<file path="config.mk">
export PLATFORM = sky130hd
export DESIGN_NAME = adc_output_format_power_ctrl
export DESIGN_NICKNAME = d
export VERILOG_FILES = /design/src/hw/word_fifo.v /design/src/hw/adc_output_format_power_ctrl.v
export VERILOG_INCLUDE_DIRS = /design/src /design/src/hw
export SDC_FILE = /design/constraint.sdc
export NUM_CORES = 1
export LEC_CHECK = 0
export BUFFER_PORTS_ARGS = -buffer_cell sky130_fd_sc_hd__buf_2
export CELL_PAD_IN_SITES_DETAIL_PLACEMENT = 0
export CELL_PAD_IN_SITES_GLOBAL_PLACEMENT = 1
export CORE_UTILIZATION = 55
export CTS_CLUSTER_SIZE = 20
export DETAILED_ROUTE_END_ITERATION = 12
export GPL_TIMING_DRIVEN = 1
export PLACE_DENSITY_LB_ADDON = 0.1
export RECOVER_POWER = 50
export SLEW_MARGIN = 20
export SYNTH_ARGS = -nofsm -noshare
export SYNTH_HDL_FRONTEND = slang
export SYNTH_SLANG_ARGS = --single-unit
</file>
<file path="constraint.sdc">
create_clock -name clock -period 7.68 [get_ports clock]
set_clock_uncertainty 0.05 [all_clocks]
set_input_delay 0.768 -clock clock [delete_from_list [all_inputs] [get_ports clock]]
set_output_delay 0.768 -clock clock [all_outputs]
set_load 0.005 [all_outputs]
</file>
<file path="src/hw/adc_fmt_consts.vh">
// Constants for the output formatting and power control block
`ifndef ADC_FMT_CONSTS_VH
`define ADC_FMT_CONSTS_VH

`define WORD_W          10
`define PAIR_N          5
`define FIFO_DEPTH      32
`define FIFO_AW         5

// Output formats
`define FMT_OFFSET_BIN  2'h0
`define FMT_TWOS_COMP   2'h1
`define FMT_GRAY        2'h2

// Power modes
`define PWR_NORMAL      2'h0
`define PWR_NAP         2'h1
`define PWR_SLEEP       2'h2

// Tri-level power pin levels
`define PIN_GROUND      2'h0
`define PIN_FLOAT       2'h1
`define PIN_SUPPLY      2'h2

// Serial power register wake code, top three bits of four
`define WAKE_CODE       3'h1
`define PWR_REG_ADDR    8'h25

// Drive current settings
`define DRIVE_3MA       1'b0
`define DRIVE_2MA       1'b1

// Clock in MHz, times in ns
`define CLK_MHZ         20
`define NAP_WAKE_NS     1000
`define SLEEP_WAKE_NS   1000000
`define RELOCK_NS       52000
`define NAP_WAKE_CYC    ((`NAP_WAKE_NS * `CLK_MHZ) / 1000)
`define SLEEP_WAKE_CYC  ((`SLEEP_WAKE_NS * `CLK_MHZ) / 1000)
`define RELOCK_CYC      ((`RELOCK_NS * `CLK_MHZ) / 1000)

// Pipeline latency in half cycles (7.5 cycles)
`define LAT_HALF        15
`define LAT_FULL        7

`endif

</file>
<file path="src/hw/word_fifo.v">
// Synchronous FIFO with valid/ready on both sides
`timescale 1ns/1ps
module word_fifo #(
  parameter WIDTH = 10,
  parameter DEPTH = 32,
  parameter AW    = 5
) (
  input  wire             clock,
  input  wire             arst_n,
  input  wire             flush,
  input  wire [WIDTH-1:0] in_data,
  input  wire             in_valid,
  output wire             in_ready,
  output wire [WIDTH-1:0] out_data,
  output wire             out_valid,
  input  wire             out_ready
);
  reg [WIDTH-1:0] mem [0:DEPTH-1];
  reg [AW:0]      wr_r;
  reg [AW:0]      rd_r;
  wire            full;
  wire            empty;
  wire            push;
  wire            pop;

  assign full      = (wr_r[AW] != rd_r[AW]) && (wr_r[AW-1:0] == rd_r[AW-1:0]);
  assign empty     = (wr_r == rd_r);
  assign in_ready  = ~full;
  assign out_valid = ~empty;
  assign out_data  = mem[rd_r[AW-1:0]];
  assign push      = in_valid & ~full;
  assign pop       = out_ready & ~empty;

  always @(posedge clock)
  begin
    if (push)
      mem[wr_r[AW-1:0]] <= in_data;
  end

  always @(posedge clock or negedge arst_n)
  begin
    if (!arst_n)
    begin
      wr_r <= {(AW+1){1'b0}};
      rd_r <= {(AW+1){1'b0}};
    end
    else if (flush)
    begin
      wr_r <= {(AW+1){1'b0}};
      rd_r <= {(AW+1){1'b0}};
    end
    else
    begin
      if (push)
        wr_r <= wr_r + {{AW{1'b0}}, 1'b1};
      if (pop)
        rd_r <= rd_r + {{AW{1'b0}}, 1'b1};
    end
  end
endmodule

</file>
<file path="src/hw/adc_output_format_power_ctrl.v">
// Output formatting, DDR presentation, over-range and power states
`timescale 1ns/1ps
`include "adc_fmt_consts.vh"
module adc_output_format_power_ctrl #(
  parameter SLEEP_WAKE = `SLEEP_WAKE_CYC,
  parameter RELOCK     = `RELOCK_CYC
) (
  input  wire                 clock,
  input  wire                 arst_n,
  input  wire                 calibration_reset_n,
  input  wire                 cal_done,
  input  wire [`WORD_W-1:0]   sample_data,
  input  wire                 sample_valid,
  input  wire                 sample_over,
  input  wire [1:0]           tri_level_power_pin,
  input  wire                 serial_select_n,
  input  wire                 clock_stopped,
  input  wire                 clock_freq_change,
  input  wire [1:0]           fmt_sel,
  input  wire                 drive_low_sel,
  input  wire                 div2_sel,
  input  wire                 pwr_wr,
  input  wire [3:0]           pwr_wr_data,
  input  wire                 pwr_wr_idx_ok,
  output reg  [`PAIR_N-1:0]   data_pair_o,
  output reg  [`PAIR_N-1:0]   data_pair_oe,
  output reg                  forwarded_output_strobe,
  output reg                  strobe_oe,
  output reg                  over_range_o,
  output reg                  over_range_oe,
  output reg                  drive_2ma,
  output reg  [1:0]           power_mode,
  output reg                  ready,
  output reg                  locked
);
  localparam ST_RUN   = 2'h0;
  localparam ST_LOW   = 2'h1;
  localparam ST_WAKE  = 2'h2;
  localparam ST_LOCK  = 2'h3;

  localparam [19:0] NAP_CNT   = `NAP_WAKE_CYC;
  localparam [19:0] SLEEP_CNT = SLEEP_WAKE;
  localparam [19:0] LOCK_CNT  = RELOCK;

  reg [1:0]          st_r;
  reg [19:0]         cnt_r;
  reg                ser_ovr_r;
  reg [1:0]          ser_mode_r;
  reg                nap_stop_r;
  reg                div_ph_r;
  reg                phase_r;
  reg [`WORD_W-1:0]  word_r;
  reg                or_r;
  reg [`LAT_FULL-1:0] lat_v_r;
  reg [`WORD_W-1:0]  lat_d_r [0:`LAT_FULL-1];
  reg [`LAT_FULL-1:0] lat_o_r;
  reg [1:0]          tgt_mode;
  reg [`WORD_W-1:0]  enc;
  reg [`WORD_W-1:0]  clamped;
  reg [`PAIR_N-1:0]  half_bits;
  wire               out_en;
  wire               tick;
  // Top bit carries the over-range flag beside its word
  wire [`WORD_W:0]   fifo_data;
  wire [`WORD_W-1:0] head;
  wire               fifo_valid;
  wire               fifo_pop;
  integer            i;
  integer            j;

  assign tick   = div2_sel ? div_ph_r : 1'b1;
  assign out_en = (st_r == ST_RUN) & calibration_reset_n;
  // One word leaves per full strobe period, taken at the odd half
  assign fifo_pop = out_en & tick & ~phase_r;
  // Idle slots repeat the last word so no stale half is mixed in
  assign head     = fifo_valid ? fifo_data[`WORD_W-1:0] : word_r;

  always @*
  begin
    tgt_mode = `PWR_NORMAL;
    if (ser_ovr_r)
      tgt_mode = ser_mode_r;
    else if (tri_level_power_pin == `PIN_FLOAT)
      tgt_mode = `PWR_SLEEP;
    else if (tri_level_power_pin == `PIN_SUPPLY)
      tgt_mode = `PWR_NAP;
  end

  always @*
  begin
    clamped = sample_over ? {`WORD_W{1'b1}} : sample_data;
    case (fmt_sel)
      `FMT_TWOS_COMP: enc = {~clamped[`WORD_W-1], clamped[`WORD_W-2:0]};
      `FMT_GRAY:      enc = clamped ^ {1'b0, clamped[`WORD_W-1:1]};
      default:        enc = clamped;
    endcase
  end

  // Odd bits on low phase, even on high
  always @*
  begin
    half_bits = {`PAIR_N{1'b0}};
    for (i = 0; i < `PAIR_N; i = i + 1)
      half_bits[i] = phase_r ? word_r[2*i] : head[2*i+1];
  end

  // Power state sequencing
  always @(posedge clock or negedge arst_n)
  begin
    if (!arst_n)
    begin
      st_r       <= ST_RUN;
      cnt_r      <= 20'h00000;
      ser_ovr_r  <= 1'b0;
      ser_mode_r <= `PWR_NORMAL;
      nap_stop_r <= 1'b0;
      power_mode <= `PWR_NORMAL;
      ready      <= 1'b1;
      locked     <= 1'b1;
    end
    else
    begin
      if (pwr_wr && pwr_wr_idx_ok)
      begin
        if (pwr_wr_data[3:1] == `WAKE_CODE)
        begin
          ser_ovr_r  <= 1'b1;
          ser_mode_r <= `PWR_NORMAL;
        end
        else if (pwr_wr_data[3:1] == 3'h2)
        begin
          ser_ovr_r  <= 1'b1;
          ser_mode_r <= `PWR_NAP;
        end
        else if (pwr_wr_data[3:1] == 3'h4)
        begin
          ser_ovr_r  <= 1'b1;
          ser_mode_r <= `PWR_SLEEP;
        end
      end
      case (st_r)
        ST_RUN:
        begin
          ready <= 1'b1;
          if (clock_freq_change)
          begin
            st_r   <= ST_LOCK;
            cnt_r  <= LOCK_CNT;
            ready  <= 1'b0;
            locked <= 1'b0;
          end
          else if (tgt_mode != `PWR_NORMAL)
          begin
            st_r       <= ST_LOW;
            power_mode <= tgt_mode;
            nap_stop_r <= 1'b0;
            ready      <= 1'b0;
          end
        end
        ST_LOW:
        begin
          if (clock_stopped)
            nap_stop_r <= 1'b1;
          if (tgt_mode != power_mode)
          begin
            if (tgt_mode == `PWR_NORMAL)
            begin
              st_r  <= ST_WAKE;
              // Wake times; 1ms from sleep, 1us from nap
              cnt_r <= (power_mode == `PWR_SLEEP) ? SLEEP_CNT : NAP_CNT;
            end
            power_mode <= tgt_mode;
          end
        end
        ST_WAKE:
        begin
          if (cnt_r > 20'h00001)
            cnt_r <= cnt_r - 20'h00001;
          else if (nap_stop_r)
          begin
            st_r       <= ST_LOCK;
            cnt_r      <= LOCK_CNT;
            nap_stop_r <= 1'b0;
            locked     <= 1'b0;
          end
          else
            st_r <= ST_RUN;
        end
        ST_LOCK:
        begin
          if (cnt_r > 20'h00001)
            cnt_r <= cnt_r - 20'h00001;
          else
          begin
            st_r   <= ST_RUN;
            locked <= 1'b1;
          end
        end
        default:
          st_r <= ST_RUN;
      endcase
    end
  end

  // Latency pipe of whole cycles; half cycle added by strobe phase
  always @(posedge clock or negedge arst_n)
  begin
    if (!arst_n)
    begin
      lat_v_r  <= {`LAT_FULL{1'b0}};
      lat_o_r  <= {`LAT_FULL{1'b0}};
      div_ph_r <= 1'b0;
    end
    else
    begin
      div_ph_r <= ~div_ph_r;
      if (tick)
      begin
        lat_v_r <= {lat_v_r[`LAT_FULL-2:0], sample_valid};
        // Flag any sample clamped to full scale
        lat_o_r <= {lat_o_r[`LAT_FULL-2:0], &clamped};
      end
    end
  end

  always @(posedge clock)
  begin
    if (tick)
    begin
      lat_d_r[0] <= enc;
      for (j = 1; j < `LAT_FULL; j = j + 1)
        lat_d_r[j] <= lat_d_r[j-1];
    end
  end

  word_fifo #(
    .WIDTH (`WORD_W + 1),
    .DEPTH (`FIFO_DEPTH),
    .AW    (`FIFO_AW)
  ) u_fifo (
    .clock     (clock),
    .arst_n    (arst_n),
    .flush     (~calibration_reset_n),
    .in_data   ({lat_o_r[`LAT_FULL-1], lat_d_r[`LAT_FULL-1]}),
    .in_valid  (tick & lat_v_r[`LAT_FULL-1]),
    .in_ready  (),
    .out_data  (fifo_data),
    .out_valid (fifo_valid),
    .out_ready (fifo_pop)
  );

  // Output stage: strobe, data, over-range, enables
  always @(posedge clock or negedge arst_n)
  begin
    if (!arst_n)
    begin
      phase_r                 <= 1'b0;
      forwarded_output_strobe <= 1'b0;
      strobe_oe               <= 1'b1;
      data_pair_o             <= {`PAIR_N{1'b0}};
      data_pair_oe            <= {`PAIR_N{1'b1}};
      over_range_o            <= 1'b1;
      over_range_oe           <= 1'b1;
      drive_2ma               <= `DRIVE_3MA;
      word_r                  <= {`WORD_W{1'b0}};
      or_r                    <= 1'b0;
    end
    else
    begin
      drive_2ma <= drive_low_sel;
      // Outputs released while napping or asleep
      strobe_oe     <= (power_mode == `PWR_NORMAL);
      data_pair_oe  <= {`PAIR_N{power_mode == `PWR_NORMAL}};
      over_range_oe <= (power_mode == `PWR_NORMAL);
      if (!calibration_reset_n)
      begin
        // Strobe low, flag high in reset
        phase_r                 <= 1'b0;
        forwarded_output_strobe <= 1'b0;
        over_range_o            <= 1'b1;
      end
      else if (out_en && tick)
      begin
        // Two half words per strobe period
        phase_r                 <= ~phase_r;
        forwarded_output_strobe <= phase_r;
        data_pair_o             <= half_bits;
        // Flag per sample, held until calibration done
        if (!phase_r)
        begin
          word_r <= head;
          if (fifo_valid)
            or_r <= fifo_data[`WORD_W];
        end
        over_range_o <= cal_done ? or_r : 1'b1;
      end
    end
  end
endmodule

</file>
==> results.rst <==
.. list-table::
   :header-rows: 1

   * - Metric
     - Value
   * - Outcome
     - finished with violations
   * - Violations in the final reports
     - capacitance limit, slew limit
   * - Number of buffers added on ports
     - 47
   * - Pwr dens
     - 295.8 nW/um2
   * - Floorplan die height
     - 192.8 um
   * - First drt pass iteration count
     - 6
   * - Starting Density
     - a little under three fifths
   * - Placed standard-cell area
     - about 21000 um2
   * - Floorplan row count
     - between 60 and 70
   * - Number of setup violations in the final report
     - 0
   * - Largest vdd supply drop
     - 0.0002075 V
   * - Area of the mapped netlist
     - between 20000 and 25000 um2
   * - Switching power as a share of total power
     - 25.83%
   * - Post-CTS sizing
     - 0
   * - Root Driver
     - sky130_fd_sc_hd__clkbuf_16
   * - Drc violations
     - 0
   * - Slowest-stage cell, CP
     - sky130_fd_sc_hd__clkbuf_1
   * - Critical path fanouts, max
     - 85
   * - Portion of total power attributed to sequential cells
     - 49.2%
   * - Combinational cell fraction of total power
     - 14.8%
   * - RSZ-0062 raised after global routing
     - no
   * - Area Overhead vs Synth
     - 11.80%
   * - R2R setup slack
     - about 3.3 ns
   * - Global-route total usage across every layer
     - 22.96%
   * - Total design power
     - between 6 and 7 mW
   * - Slew Limit Fails
     - 185
   * - End of the worst register-to-register path
     - lat_v_r[4]
   * - Final instance area
     - 22390 um2
   * - Number of library cell types mapped by synthesis
     - 68
   * - Number of antenna violations at the first check in global routing
     - 0
   * - Critical Path Sink
     - lat_v_r[4]
   * - Final hold viol count
     - 0
   * - Layout filler cell count
     - ~2.6k
   * - Worst path cell trace
     - nand2b_1 > clkbuf_1 > mux2_2
   * - Vias/cell
     - 5.947
   * - First DRT Iteration DRCs
     - 832
   * - Layout cells sized above 1
     - 19.81%
   * - Worst setup path start
     - div_ph_r
   * - Max Root-Sink Buffers
     - 3
   * - Die Wd
     - 192.8 um
   * - Leading cell type in the layout, fill and taps excluded
     - sky130_fd_sc_hd__edfxtp_1
   * - Number of enable-type register cells in the synthesized netlist
     - 422
   * - P_int
     - 4.912 mW
   * - Total negative slack for setup checks
     - 0 ns
   * - Detailed placement HPWL
     - about 24000 um
   * - Warnings from Yosys
     - 0
   * - Clock-pin slew reported for the worst setup and hold paths after clock tree synthesis
     - 0.06 ns
   * - Dominant register cell in the synthesized netlist
     - sky130_fd_sc_hd__edfxtp_1
   * - Share of the clock period used by the worst path
     - 57.08%
   * - Gpl congestion
     - 0.8059
   * - Clk network pwr share
     - 36.0%
   * - Sequential cell area fraction in the yosys report
     - about three quarters
   * - CTS tree
     - yes
   * - Static leakage
     - 7.613 nW
   * - Instance count of the mapped netlist
     - 1174
   * - Total die area
     - 37170 um2
   * - Utilization after layout
     - 62.78%
   * - Per-instance average area after synthesis
     - approximately 17 um2
   * - Maximum level of the CTS H-tree
     - 2
   * - Crit path kind
     - reg -> reg
   * - Endpoint required time on the critical path
     - 8.12 ns
   * - Startpoint type of the worst setup path
     - flip-flop
   * - Inserted Clock Buffers
     - 50
   * - Number of sinks handled by clock tree synthesis
     - 500
   * - Sw power
     - about 1.7 mW
   * - Worst R2R Path Depth
     - 3
   * - Total core area
     - 35660 um2
   * - Launch point of the worst reg-to-reg path
     - div_ph_r
   * - Total of max-cap violations
     - 4
   * - Congestion Overflow GR
     - 0
   * - Total vias in the final route
     - slightly above 10k
   * - Wire length of the first global-routing pass
     - 62180 um
   * - Maximum number of pins on one net before global-route repair
     - 86
   * - Setup crit end kind
     - flip-flop
   * - Post-CTS setup buffer count
     - 0
   * - Commonest cells after routing, fill and taps aside
     - sky130_fd_sc_hd__edfxtp_1 (422), sky130_fd_sc_hd__nor2_1 (76), sky130_fd_sc_hd__dfrtp_1 (72)
   * - Antenna violation net count after detailed routing
     - 0
   * - Slowest stage delay, CP
     - between 2 and 3 ns
   * - Arrival time of data at the critical path endpoint
     - 4.83 ns
   * - Classification of the worst-slack hold path
     - in -> reg
   * - Transition time at the pin with the least slew margin
     - 4.225 ns
   * - Final nets
     - ~1.3k
   * - Number of global-route vias before repair
     - 10.26k
   * - Synthesized Nets
     - between 1k and 1.5k
   * - Tightest slew margin relative to the limit
     - -181.7%
   * - Latest clock arrival within the worst-skew pair
     - about 0.57 ns
   * - Per-cell routed wire length
     - 23.45 um
   * - Flop and latch count out of synthesis
     - 500
   * - Maximum achievable frequency
     - about 230 MHz
   * - Post-layout minimum cycle time
     - 4.384 ns
   * - Async set-or-reset flop fraction in the synthesized netlist
     - 15.60%
   * - Final wirelength
     - 40770 um
   * - Ports placed on the boundary
     - 50
[per-layer routing]
| metal | global-route usage, % | share of wire [%] | up-vias |
|---|---|---|---|
| met3 | 4.037 | 5.3 | 55 |
| met4 | 6.481 | 2.3 | 0 |
| li1 | - | - | 4704 |
| met1 | 33.28 | 45 | 5302 |
| met5 | 0 | 0 | - |
| met2 | 35.97 | 48 | 280 |
[kinds of logic (layout without fill, tap and decap cells)]
family / count (synthesis) / in the layout / share of synthesized area (%)
mux: 142 / 142 / 11.34
buf+inv: 90 / 193 / 1.956
simple gates: 237 / 237 / 5.768
xor+xnor: 27 / 27 / 1.181
flops: 500 / 500 / 73.07
other cells: 0 / 1 / 0
fa+ha+maj: 18 / 18 / 1.125
compound gates: 160 / 160 / 5.568
[Yosys cell counts (all sizes together), types with 2 or more instances]
library cell	n	area share, %
nor3	17	0.48
or3b	3	0.13
or2	3	0.094
a21o	3	0.11
nand3	7	0.17
nand3b	4	0.15
xnor2	18	0.79
nand4b	2	0.088
buf	32	0.87
ha	18	1.1
a211o	6	0.26
nand2b	6	0.19
a21oi	23	0.63
a221o	2	0.10
o31ai	2	0.075
nor2b	7	0.22
or4	3	0.13
a21boi	3	0.11
a22oi	12	0.45
edfxtp	422	63
nor2	91	1.7
o21ai	35	0.89
a22o	7	0.31
o21a	2	0.075
dfrtp	74	9.2
o221ai	13	0.57
dfstp	4	0.52
nor3b	2	0.075
a221oi	5	0.22
mux4	66	7.4
nand4	2	0.062
a211oi	17	0.64
mux2	18	1.0
clkbuf	28	0.52
mux2i	58	2.9
xor2	9	0.39
o22ai	16	0.50
nor4	6	0.19
inv	30	0.56
nand2	58	1.1
and2	9	0.28
or3	10	0.36
a31oi	6	0.26
nor4b	3	0.16
[state kept, by name, indices dropped and copies added (netlist names), 2 cells and up]
register	flops
data_pair_o	5
lat_d_r	70
power_mode	2
u_fifo.mem	352
st_r	2
u_fifo.rd_r	6
cnt_r	20
lat_o_r	7
word_r	10
lat_v_r	7
u_fifo.wr_r	6
ser_mode_r	2
[power by group through the flow]
stage               clock network (mW)  logic [mW]  registers [mW]
finish                            2.39       0.977            3.26
global route                      2.54        1.09            3.28
CTS                               2.43       0.956            3.27
detailed placement                   0       0.952            3.33
global placement                     0       0.950            3.32
floorplan                            0       0.762            3.26
[metrics by stage]
step                worst slack (ns)  hold WS (ns)  std cells
floorplan                      4.008        0.3359       1174
global placement               3.722        0.3502       1637
detailed placement             3.759        0.3545       1637
CTS                            3.739        0.2276       1731
global route                   2.784        0.2438       1738
finish                         3.296        0.2541       1739
[cell type report]
cell class	count	area [um2]	share of cell area, %
Multi-Input combinational cell	584	5045	22.54
Sequential cell	500	14630	65.37
Clock inverter	26	241.5	1.079
Tap cell	461	576.8	2.577
Inverter	30	112.6	0.5030
Clock buffer	67	1395	6.232
Antenna cell	1	2.502	0.01118
Timing Repair Buffer	70	377.9	1.688
[timing repair]
item / 4_1_cts / 5_1_grt
hold buffers: 1 / 0
endpoints found under the setup margin: 0 / 0
hold endpoints to repair: 15 / 0
[worst max-delay path: cells and delay by family, from the launching register on]
family	cells	cell delay [ns]
and+or+nand+nor	1	0.26
DFF	1	0.34
buffers and inverters	1	2.97
muxes	1	0.60
[how the worst min path moves through the flow]
stage,startpoint,slack (ns),cells after the start,endpoint
CTS,drive_low_sel,0.23,1,drive_2ma
finish,drive_low_sel,0.25,1,drive_2ma
floorplan,div_ph_r,0.34,1,div_ph_r
detailed placement,lat_d_r[0][1],0.35,0,lat_d_r[1][1]
global placement,lat_d_r[4][4],0.35,0,lat_d_r[5][4]
global route,drive_low_sel,0.24,1,drive_2ma
No activity file was read; power rests on OpenSTA's default activity.
